$ cat config.mk
export PLATFORM = sky130hd
export DESIGN_NAME = tec8_timer
export DESIGN_NICKNAME = d
export VERILOG_FILES = /design/src/hdl/tec8_pkg.sv /design/src/hdl/tec8_timer.sv
export SDC_FILE = /design/constraint.sdc
export NUM_CORES = 1
export LEC_CHECK = 0
export ABC_AREA = 1
export BUFFER_PORTS_ARGS = -buffer_cell sky130_fd_sc_hd__buf_2
export CAP_MARGIN = 10
export CORE_MARGIN = 8
export CORE_UTILIZATION = 50
export CTS_BUF_LIST = sky130_fd_sc_hd__clkbuf_8
export DETAILED_ROUTE_END_ITERATION = 8
export PLACE_DENSITY = 0.78
export SLEW_MARGIN = 15
export SYNTH_ARGS = -nofsm -noshare
export SYNTH_HDL_FRONTEND = slang
export SYNTH_SLANG_ARGS = --single-unit
export TNS_END_PERCENT = 1
$ cat constraint.sdc
create_clock -name mclk -period 1.7 [get_ports mclk]
set_input_delay 0.255 -clock mclk [delete_from_list [all_inputs] [get_ports mclk]]
set_output_delay 0.255 -clock mclk [all_outputs]
set_load 0.01 [all_outputs]
$ cat src/hdl/tec8_pkg.sv
// constants shared by the 8-bit timer/event counter
package tec8_pkg;
  // -----------------------------------------------------------------
  // apb register map (byte addresses)
  // -----------------------------------------------------------------
  localparam int unsigned ADDR_W = 12;
  localparam logic [11:0] OFS_CONTROL = 12'h000; // timer_control
  localparam logic [11:0] OFS_COUNT = 12'h004; // timer_count_preload
  localparam logic [11:0] OFS_STATUS = 12'h008; // sticky events, read clears
  localparam logic [11:0] OFS_MASK = 12'h00c; // interrupt enables
  // -----------------------------------------------------------------
  // timer_control field positions and reset value
  // -----------------------------------------------------------------
  localparam int unsigned MODE_HI = 7; // mode_field msb
  localparam int unsigned MODE_LO = 6; // mode_field lsb
  localparam int unsigned SRC_BIT = 5; // clock_source_select
  localparam int unsigned RUN_BIT = 4; // run_enable
  localparam int unsigned EDGE_BIT = 3; // edge_polarity
  localparam int unsigned PSC_HI = 2; // prescale_field msb
  localparam int unsigned PSC_LO = 0; // prescale_field lsb
  localparam logic [7:0] CONTROL_RESET = 8'h08; // only edge_polarity set
  localparam logic [7:0] COUNT_RESET = 8'h00; // counter and preload
  localparam logic [7:0] COUNT_FULL = 8'hff; // overflow point
  localparam logic [7:0] COUNT_ONE = 8'h01; // increment
  // -----------------------------------------------------------------
  // mode_field codes
  // -----------------------------------------------------------------
  localparam logic [1:0] MODE_UNUSED = 2'h0;
  localparam logic [1:0] MODE_EVENT = 2'h1;
  localparam logic [1:0] MODE_TIMER = 2'h2;
  localparam logic [1:0] MODE_CAPTURE = 2'h3;
  // -----------------------------------------------------------------
  // status / mask layout
  // -----------------------------------------------------------------
  localparam int unsigned EVT_W = 2;
  localparam int unsigned EVT_OVF = 0; // counter overflow
  localparam int unsigned EVT_CAP = 1; // pulse capture finished
  localparam logic [1:0] EVT_RESET = 2'h0;
  // -----------------------------------------------------------------
  // prescaler
  // -----------------------------------------------------------------
  localparam int unsigned DIV_W = 7; // up to divide by 128
  localparam logic [6:0] DIV_ONES = 7'h7f;
  localparam logic [6:0] DIV_RESET = 7'h00;
  localparam logic [6:0] DIV_ONE = 7'h01;
  // pulse capture sequencing
  typedef enum logic [0:0] {cap_armed, cap_measuring} tec8_cap_e;
endpackage

$ cat src/hdl/tec8_timer.sv
// 8-bit timer/event counter with apb registers and overflow interrupt
//
// Chosen here: the APB slave port and the register addresses.
`timescale 1ns/100ps
`default_nettype none

// Overview of operation
// - eight-bit counter counts internal ticks or edges
// - clock_source_select picks system or sub clock
// - prescale_field divides base clock by power two
// - mode_field: event, interval timer, pulse capture
// - event mode counts external_timer_input edges
// - edge_polarity zero rising, one falling edge
// - capture starts on one edge, stops opposite
// - run_enable low holds the counter still
// - overflow past ff interrupts and reloads preload
// - write while stopped loads preload and counter
// - write while running loads only preload
// - count register reads the live count
// - event mode ignores clock source and prescale
// - reset: control 08, counter preload zero
// - timer counts prescaled clock falling transitions
// - capture end clears run_enable by hardware
// - stopped capture ignores further input edges
// - armed capture waits for first active edge
module tec8_timer (
  input wire logic mclk,
  input wire logic reset,
  input wire logic ce,
  input wire logic psel,
  input wire logic penable,
  input wire logic pwrite,
  input wire logic [tec8_pkg::ADDR_W-1:0] paddr,
  input wire logic [31:0] pwdata,
  output logic [31:0] prdata,
  output logic pready,
  output logic pslverr,
  input wire logic sub_clock,
  input wire logic external_timer_input,
  output logic irq
);

  // -----------------------------------------------------------------
  // state
  // -----------------------------------------------------------------
  logic [7:0] timer_control; // mode, source, run, edge, prescale
  logic [7:0] preload; // reload value
  logic [7:0] count; // live counter
  logic [tec8_pkg::EVT_W-1:0] int_status; // sticky events
  logic [tec8_pkg::EVT_W-1:0] int_mask; // interrupt enables
  logic [tec8_pkg::DIV_W-1:0] div_cnt; // prescaler counter
  logic sub_prev; // last sub clock level
  logic ext_meta; // sync stage one
  logic ext_sync; // sync stage two
  logic ext_prev; // for edge detect
  tec8_pkg::tec8_cap_e cap_state; // pulse capture phase

  // -----------------------------------------------------------------
  // apb decode
  // -----------------------------------------------------------------
  wire access = psel & penable; // access phase
  wire done = access & pready; // transfer completes here
  wire wr_ev = done & pwrite;
  wire rd_ev = done & ~pwrite;
  wire sel_ctrl = paddr == tec8_pkg::OFS_CONTROL;
  wire sel_count = paddr == tec8_pkg::OFS_COUNT;
  wire sel_status = paddr == tec8_pkg::OFS_STATUS;
  wire sel_mask = paddr == tec8_pkg::OFS_MASK;
  wire mapped = sel_ctrl | sel_count | sel_status | sel_mask;
  wire ctrl_wr = wr_ev & sel_ctrl;
  wire cnt_wr = wr_ev & sel_count;
  wire mask_wr = wr_ev & sel_mask;
  wire stat_rd = rd_ev & sel_status;
  // read data; count reads live value
  wire [7:0] rd_byte = sel_ctrl ? timer_control :
                       sel_count ? count :
                       sel_status ? {6'h00, int_status} :
                       sel_mask ? {6'h00, int_mask} : 8'h00;
  wire [31:0] next_prdata = {24'h000000, rd_byte};

  // -----------------------------------------------------------------
  // control fields
  // -----------------------------------------------------------------
  wire [1:0] mode = timer_control[tec8_pkg::MODE_HI:tec8_pkg::MODE_LO];
  wire src_sub = timer_control[tec8_pkg::SRC_BIT];
  wire run = timer_control[tec8_pkg::RUN_BIT];
  wire edge_pol = timer_control[tec8_pkg::EDGE_BIT];
  wire [2:0] psc = timer_control[tec8_pkg::PSC_HI:tec8_pkg::PSC_LO];
  wire m_event = mode == tec8_pkg::MODE_EVENT;
  wire m_timer = mode == tec8_pkg::MODE_TIMER;
  wire m_capture = mode == tec8_pkg::MODE_CAPTURE;

  // -----------------------------------------------------------------
  // internal base clock and prescaler
  // -----------------------------------------------------------------
  // sub clock pulse on its high-to-low transition
  wire sub_tick = sub_prev & ~sub_clock;
  // system clock gives a pulse every mclk cycle
  wire base_tick = src_sub ? sub_tick : 1'b1;
  // low psc bits of the divider must all be ones
  wire [6:0] div_mask = ~(tec8_pkg::DIV_ONES << psc);
  // prescaled clock falls once every 2**psc base pulses
  wire psc_tick = base_tick & ((div_cnt & div_mask) == div_mask);

  // -----------------------------------------------------------------
  // external input edges
  // -----------------------------------------------------------------
  wire ext_rise = ext_sync & ~ext_prev;
  wire ext_fall = ~ext_sync & ext_prev;
  // event counted edge: 0 rising, 1 falling
  wire evt_edge = edge_pol ? ext_fall : ext_rise;
  // capture start: 0 falling, 1 rising; stop is the other one
  wire cap_start = edge_pol ? ext_rise : ext_fall;
  wire cap_stop = edge_pol ? ext_fall : ext_rise;
  wire measuring = cap_state == tec8_pkg::cap_measuring;
  // capture ends when the input returns to its original level
  wire cap_end = run & m_capture & measuring & cap_stop;

  // -----------------------------------------------------------------
  // count advance and next values
  // -----------------------------------------------------------------
  // event mode ignores source and prescale; run gates every mode
  wire adv = run & ((m_event & evt_edge) |
                    (m_timer & psc_tick) |
                    (m_capture & measuring & psc_tick));
  wire ovf = adv & (count == tec8_pkg::COUNT_FULL);
  wire [7:0] count_inc = 8'(count + tec8_pkg::COUNT_ONE);
  wire [7:0] next_count = (cnt_wr & ~run) ? pwdata[7:0] :
                          ovf ? preload :
                          adv ? count_inc : count;
  // hardware clears run at capture end; a control write wins
  wire next_run = ctrl_wr ? pwdata[tec8_pkg::RUN_BIT] :
                  (cap_end ? 1'b0 : run);
  wire [7:0] next_control = ctrl_wr ?
                            {pwdata[7:5], next_run, pwdata[3:0]} :
                            {timer_control[7:5], next_run, timer_control[3:0]};
  // events set, read clears only bits returned; set wins
  wire [1:0] evt_set = {cap_end, ovf};
  wire [1:0] evt_clr = stat_rd ? prdata[tec8_pkg::EVT_W-1:0] : 2'h0;
  wire [1:0] next_status = (int_status & ~evt_clr) | evt_set;
  wire [6:0] next_div = base_tick ? 7'(div_cnt + tec8_pkg::DIV_ONE) : div_cnt;

  // -----------------------------------------------------------------
  // apb response registers
  // -----------------------------------------------------------------
  // one wait state: data, error and pready latched on the same edge
  always_ff @(posedge mclk) begin
    if (reset) begin
      pready <= 1'b0;
      prdata <= 32'h00000000;
      pslverr <= 1'b0;
    end else if (ce) begin
      pready <= access & ~pready;
      if (access & ~pready) begin
        prdata <= pwrite ? 32'h00000000 : next_prdata;
        pslverr <= ~mapped;
      end
    end
  end

  // -----------------------------------------------------------------
  // control and data registers
  // -----------------------------------------------------------------
  // reset values per field
  always_ff @(posedge mclk) begin
    if (reset) begin
      timer_control <= tec8_pkg::CONTROL_RESET;
      preload <= tec8_pkg::COUNT_RESET;
      count <= tec8_pkg::COUNT_RESET;
    end else if (ce) begin
      timer_control <= next_control;
      count <= next_count;
      if (cnt_wr) begin
        preload <= pwdata[7:0];
      end
    end
  end

  // -----------------------------------------------------------------
  // events and interrupt
  // -----------------------------------------------------------------
  // irq follows masked status one cycle later
  always_ff @(posedge mclk) begin
    if (reset) begin
      int_status <= tec8_pkg::EVT_RESET;
      int_mask <= tec8_pkg::EVT_RESET;
      irq <= 1'b0;
    end else if (ce) begin
      int_status <= next_status;
      if (mask_wr) begin
        int_mask <= pwdata[tec8_pkg::EVT_W-1:0];
      end
      irq <= |(int_status & int_mask);
    end
  end

  // -----------------------------------------------------------------
  // prescaler and input sampling
  // -----------------------------------------------------------------
  // two-stage synchroniser, edge detect on second stage
  always_ff @(posedge mclk) begin
    if (reset) begin
      div_cnt <= tec8_pkg::DIV_RESET;
      sub_prev <= 1'b0;
      ext_meta <= 1'b0;
      ext_sync <= 1'b0;
      ext_prev <= 1'b0;
    end else if (ce) begin
      div_cnt <= next_div;
      sub_prev <= sub_clock;
      ext_meta <= external_timer_input;
      ext_sync <= ext_meta;
      ext_prev <= ext_sync;
    end
  end

  // -----------------------------------------------------------------
  // pulse capture sequencer
  // -----------------------------------------------------------------
  // armed until the start edge, measuring until the stop edge
  always_ff @(posedge mclk) begin
    if (reset) begin
      cap_state <= tec8_pkg::cap_armed;
    end else if (ce) begin
      if (!run || !m_capture) begin
        cap_state <= tec8_pkg::cap_armed;
      end else begin
        unique case (cap_state)
          tec8_pkg::cap_armed: begin
            if (cap_start) begin
              cap_state <= tec8_pkg::cap_measuring;
            end
          end
          tec8_pkg::cap_measuring: begin
            if (cap_stop) begin
              cap_state <= tec8_pkg::cap_armed;
            end
          end
        endcase
      end
    end
  end

  // -----------------------------------------------------------------
  // checks
  // -----------------------------------------------------------------
  a_count_step: assert property (@(posedge mclk) disable iff (reset)
    ce && adv && count != tec8_pkg::COUNT_FULL |=> count == 8'($past(count) + 8'h01))
    else $error("counter did not step by one");

  a_overflow_reload: assert property (@(posedge mclk) disable iff (reset)
    ce && adv && count == tec8_pkg::COUNT_FULL
    |=> count == $past(preload) && int_status[tec8_pkg::EVT_OVF]
    ##1 (irq || !$past(int_mask[tec8_pkg::EVT_OVF])))
    else $error("overflow did not reload or flag");

  a_hold_stopped: assert property (@(posedge mclk) disable iff (reset)
    ce && !run && !cnt_wr |=> $stable(count))
    else $error("stopped counter moved");

  a_write_stopped: assert property (@(posedge mclk) disable iff (reset)
    ce && cnt_wr && !run |=> count == $past(pwdata[7:0]) && preload == count)
    else $error("stopped write did not load both");

  a_write_running: assert property (@(posedge mclk) disable iff (reset)
    ce && cnt_wr && run && !adv |=> $stable(count) && preload == $past(pwdata[7:0]))
    else $error("running write touched the counter");

  a_event_no_clock: assert property (@(posedge mclk) disable iff (reset)
    ce && run && m_event && !evt_edge && !cnt_wr |=> $stable(count))
    else $error("event mode counted without an edge");

  a_capture_armed: assert property (@(posedge mclk) disable iff (reset)
    ce && run && m_capture && !measuring && !cnt_wr |=> $stable(count))
    else $error("armed capture counted early");

  a_capture_stop: assert property (@(posedge mclk) disable iff (reset)
    ce && cap_end && !ctrl_wr |=> !run && int_status[tec8_pkg::EVT_CAP])
    else $error("capture end did not clear run");

  a_reset_values: assert property (@(posedge mclk)
    $past(reset) |-> timer_control == tec8_pkg::CONTROL_RESET && count == 8'h00)
    else $error("wrong reset values");

  a_sync_edge: assert property (@(posedge mclk) disable iff (reset)
    ce && ext_rise |-> $past(ext_meta))
    else $error("edge not from synchroniser");

  a_sync_chain: assert property (@(posedge mclk) disable iff (reset)
    ce |=> ext_sync == $past(ext_meta))
    else $error("second sync stage skipped");

  a_ready_pulse: assert property (@(posedge mclk) disable iff (reset)
    ce && pready |=> !pready)
    else $error("pready stood longer than one cycle");

  a_ready_wait: assert property (@(posedge mclk) disable iff (reset)
    ce && access && !pready |=> pready)
    else $error("pready missing after one wait state");

  a_unmapped_err: assert property (@(posedge mclk) disable iff (reset)
    ce && access && !pready && !mapped |=> pslverr)
    else $error("unmapped access not flagged");

  a_mapped_ok: assert property (@(posedge mclk) disable iff (reset)
    ce && access && !pready && mapped |=> !pslverr)
    else $error("mapped access flagged as error");

  a_unused_mode: assert property (@(posedge mclk) disable iff (reset)
    ce && mode == tec8_pkg::MODE_UNUSED && !cnt_wr |=> $stable(count))
    else $error("unused mode advanced the counter");

  a_timer_tick: assert property (@(posedge mclk) disable iff (reset)
    ce && run && m_timer && !psc_tick |=> $stable(count))
    else $error("timer counted without a prescaled tick");

  a_sub_source: assert property (@(posedge mclk) disable iff (reset)
    ce && run && m_timer && src_sub && !sub_tick |=> $stable(count))
    else $error("sub clock source counted without a sub tick");

  a_psc_bypass: assert property (@(posedge mclk) disable iff (reset)
    ce && run && m_timer && !src_sub && ~|psc && count != tec8_pkg::COUNT_FULL
    |=> count == 8'($past(count) + 8'h01))
    else $error("undivided timer missed a cycle");

  a_control_write: assert property (@(posedge mclk) disable iff (reset)
    ce && ctrl_wr |=> timer_control == $past(pwdata[7:0]))
    else $error("control write not taken");

  a_preload_write: assert property (@(posedge mclk) disable iff (reset)
    ce && cnt_wr |=> preload == $past(pwdata[7:0]))
    else $error("preload write not taken");

  a_run_capture: assert property (@(posedge mclk) disable iff (reset)
    ce && run && m_capture && !cap_end && !ctrl_wr |=> run)
    else $error("run cleared without capture end");

  a_run_software: assert property (@(posedge mclk) disable iff (reset)
    ce && run && !m_capture && !ctrl_wr |=> run)
    else $error("run cleared by hardware outside capture");

  a_stopped_idle: assert property (@(posedge mclk) disable iff (reset)
    ce && !run |=> !measuring)
    else $error("stopped capture still measuring");

  a_irq_quiet: assert property (@(posedge mclk) disable iff (reset)
    ce && !(|(int_status & int_mask)) |=> !irq)
    else $error("interrupt without unmasked event");

  a_ce_freeze: assert property (@(posedge mclk) disable iff (reset)
    !ce |=> $stable(count) && $stable(timer_control))
    else $error("state moved with clock enable low");

endmodule

`default_nettype wire

==> summary.md <==
| Metric | Value |
|---|---|
| Status | complete, no violations |
| Antenna violations before repair | 0 |
| Pwr dens | approximately 650 nW/um2 |
| Area of the multi-input gates | 1550 um2 |
| Post-layout nets | roughly 510 |
| Distinct cells, synth | 40 |
| Crit path max-delay family | simple AND/OR/NAND/NOR gates |
| Area growth, synth to finish | 17.21% |
| Routed WL per cell | between 10 and 15 um |
| Worst EP required | between 1.5 and 2 ns |
| Overflow after GRT | 0 |
| Post-Syn Area | around 2800 um2 |
| Clock Sinks | between 50 and 60 |
| Initial Util | about half |
| Reg-to-reg slack, setup | ~0.085 ns |
| Worst Hold Path EP | ext_meta$_SDFFE_PP0P_ |
| Placer Congestion | slightly above 0.9 |
| Root Driver | clkbuf_8 |
| Tcrit/Tclk final | 94.99% |
| Max-slew violations | 0 |
| DP Wirelength | 5328 um |
| First-pass GRT wire length | between 10000 and 15000 um |
| Achievable Freq | slightly above 600 MHz |
| Vias | roughly 2700 |
| Chip Height | 91.02 um |
| DR vias/cell | slightly above 5 |
| Diodes inserted | 0 |
| Main synth FF type | dfxtp_1 |
| Pre-CTS setup slack | 0.04449 ns |
| Critical Path Start Type | register |
| Iter 0 DRT Violations | 172 |
| Critical path arrival | 1.86 ns |
| GRT Total Usage | about 17% |
| CTS clk-pin slew, worst paths | 0.10 ns |
| Crit path cell chain | ha_4 -> nand2_4 -> nor2_4 -> nand2_2 -> nor3_4 -> nand2_4 -> inv_8 -> nand2_4 -> nand2_2 -> nand2_1 -> a21oi_2 |
| Synthesized flop and latch total | 51 |
| Crit path max fanout | 6 |
| Max-capacitance violation count | 0 |
| Syn Area/Cell | 7.106 um2 |
| IO Pins | 87 |
| Clk_lat worst skew | 0.31 ns |
| Critical path buffers and inverters | 1 |
| Count of final hold-check violations | 0 |
| Final Critical Period | 1.615 ns |
| CORE AREA | around 5500 um2 |
| First drt pass iteration count | 5 |
| Crit path top cell by count | nand2_4 |
| Power Total | ~2100 uW |
| Fillers | ~520 |
| Setup ws final | approximately 0.085 ns |
| H-tree Lvls | 2 |
| Die Width | roughly 90 um |
| R2R depth | 11 |
| Cts-stage hold buffer count | 0 |
| Vias in the first global route | about 2600 |
| Layout cells sized above 1 | a little over a quarter |
| FF-to-FF End | count[6]$_SDFFE_PP0P_ |
| Residual DRC | 0 |
| IO Port Bufs | 38 |
| Post-synthesis cell count | 396 |
| Yosys warns | 0 |
| Worst ir drop on vdd | approximately 0.34 mV |
| FF+latch area | around 1000 um2 |
| Clk_skew | around 0.008 ns |
| Worst R2R Start | count[1]$_SDFFE_PP0P_ |
| RSZ-0062 raised after global routing | true |
| Setup violators final | 0 |
| Hold/Removal Path Class | in2reg |
| Min-Delay Startpoint | external_timer_input |
| Hold path depth | 3 |
| Row count | 27 |
| TritonCTS buffer count | 5 |
| Die Area | 8285 um2 |
| CP endpoint kind | register |
| Hold_ws | roughly 0.16 ns |
| Inst Count DP | roughly 520 |
| Async SR Flop Fraction | 0% |
| Sequential area share after synthesis | a little over a third |
| CP Class | reg2reg |
| Detailed Route WL | about 7000 um |
| Maximum clock path buffer count | 2 |
| Worst path slowest cell | dfxtp_2 |
| EDFF count, synth | 0 |
| Worst path max stage delay | ~0.36 ns |
| Layout Cells excl Fill | approximately 530 |
| Antenna Nets Post-Route | 0 |
| P_leak | around 0.0015 uW |
| CTS tree | built |
| Largest net degree at the start of global routing | 29 |
-- routing by layer --
layer,vias to the layer above,global-route usage (%),part of all wire (%)
met3,10,5.926,7.7
li1,1376,-,-
met1,1247,20.41,45
met2,83,26.72,46
met4,0,6.412,1.5
met5,-,0,0
-- through the flow --
step | cell area (um2) | utilization [%] | TNS, ns
after floorplan | 2900 | - | 0
after global placement | 3107 | 56.77 | 0
after detailed placement | 3107 | 56.77 | 0
after CTS | 3206 | 58.57 | 0
after global routing | 3298 | 60.27 | -0.06372
final | 3298 | 60.27 | 0
-- worst max-delay path by stage --
stage,to,startpoint,cells after the start
after CTS,count[2]$_SDFFE_PP0P_,div_cnt[4]$_SDFFE_PP0P_,10
final,count[6]$_SDFFE_PP0P_,count[1]$_SDFFE_PP0P_,11
after detailed placement,count[3]$_SDFFE_PP0P_,paddr[11],10
after global placement,count[2]$_SDFFE_PP0P_,paddr[11],10
after global routing,count[0]$_SDFFE_PP0P_,count[1]$_SDFFE_PP0P_,10
after floorplan,count[6]$_SDFFE_PP0P_,count[0]$_SDFFE_PP0P_,11
-- power breakdown --
group / total, uW / switching (uW) / internal (uW)
Clock: 750 / 418 / 333
Combinational: 180 / 124 / 56.2
Sequential: 1220 / 9.93 / 1210
Total: 2150 / 551 / 1600
-- cell usage in the layout (no fill, tap or decap), drive strengths merged, types with 11 or more instances in the layout --
cell | netlist | layout
nor2 | 43 | 43
nand2 | 81 | 81
a21oi | 42 | 42
nor3 | 11 | 11
dfxtp | 51 | 51
conb | 1 | 24
o21ai | 33 | 33
buf | 28 | 59
nand3 | 20 | 20
inv | 44 | 44
-- kinds of logic (layout without fill, tap and decap cells) --
group	count (synthesis)	count (layout)	share of synthesized area (%)
adders and majority gates	2	2	0.8891
buffers and inverters	79	113	14.18
AOI/OAI and AO/OA	96	96	19.12
DFF	51	51	36.28
and+or+nand+nor	162	162	27.83
other	1	24	0.1333
xor gates and xnor gates	5	5	1.557
-- sequential cells by signal, indices dropped and copies added, names as in the netlist --
| signal | count |
|---|---|
| sub_prev | 1 |
| ext_prev | 1 |
| timer_control | 8 |
| div_cnt | 7 |
| irq | 1 |
| pready | 1 |
| int_mask | 2 |
| pslverr | 1 |
| ext_meta | 1 |
| prdata | 8 |
| cap_state | 1 |
| count | 8 |
| int_status | 2 |
| ext_sync | 1 |
| preload | 8 |
-- synthesized netlist by cell type, drive strengths merged, types with 4 or more instances --
cell / instances / area, um2
nor3: 11 / 76.33
dfxtp: 51 / 1021
o22ai: 6 / 37.54
o21ai: 33 / 165.1
nand2: 81 / 341.6
a211oi: 6 / 45.04
nand4: 4 / 40.04
a21oi: 42 / 221.5
clkbuf: 5 / 18.77
inv: 44 / 167.7
buf: 28 / 205.2
nor2: 43 / 196.4
nand3: 20 / 110.1
-- worst register-to-register path, cell delays in order, from the launching register on --
cell     delay (ns)
dfxtp_2        0.36
ha_4           0.16
nand2_4        0.05
nor2_4         0.12
nand2_2        0.09
nor3_4         0.26
nand2_4        0.13
inv_8          0.11
nand2_4        0.05
nand2_2        0.05
nand2_1        0.06
a21oi_2        0.13
-- area by class of cell --
type	instances	area share (%)
tap	72	2.731
clock inverter	2	0.4932
multi-input combinational	289	47.00
timing repair buffer	59	10.66
clock buffer	6	2.504
inverter	46	5.577
sequential	51	31.03
-- repair_timing --
item                       CTS  global route
gates resized for setup      0            25
setup buffers                0             1
setup endpoints to repair    0             9
Power figures use the tool's default switching activity.
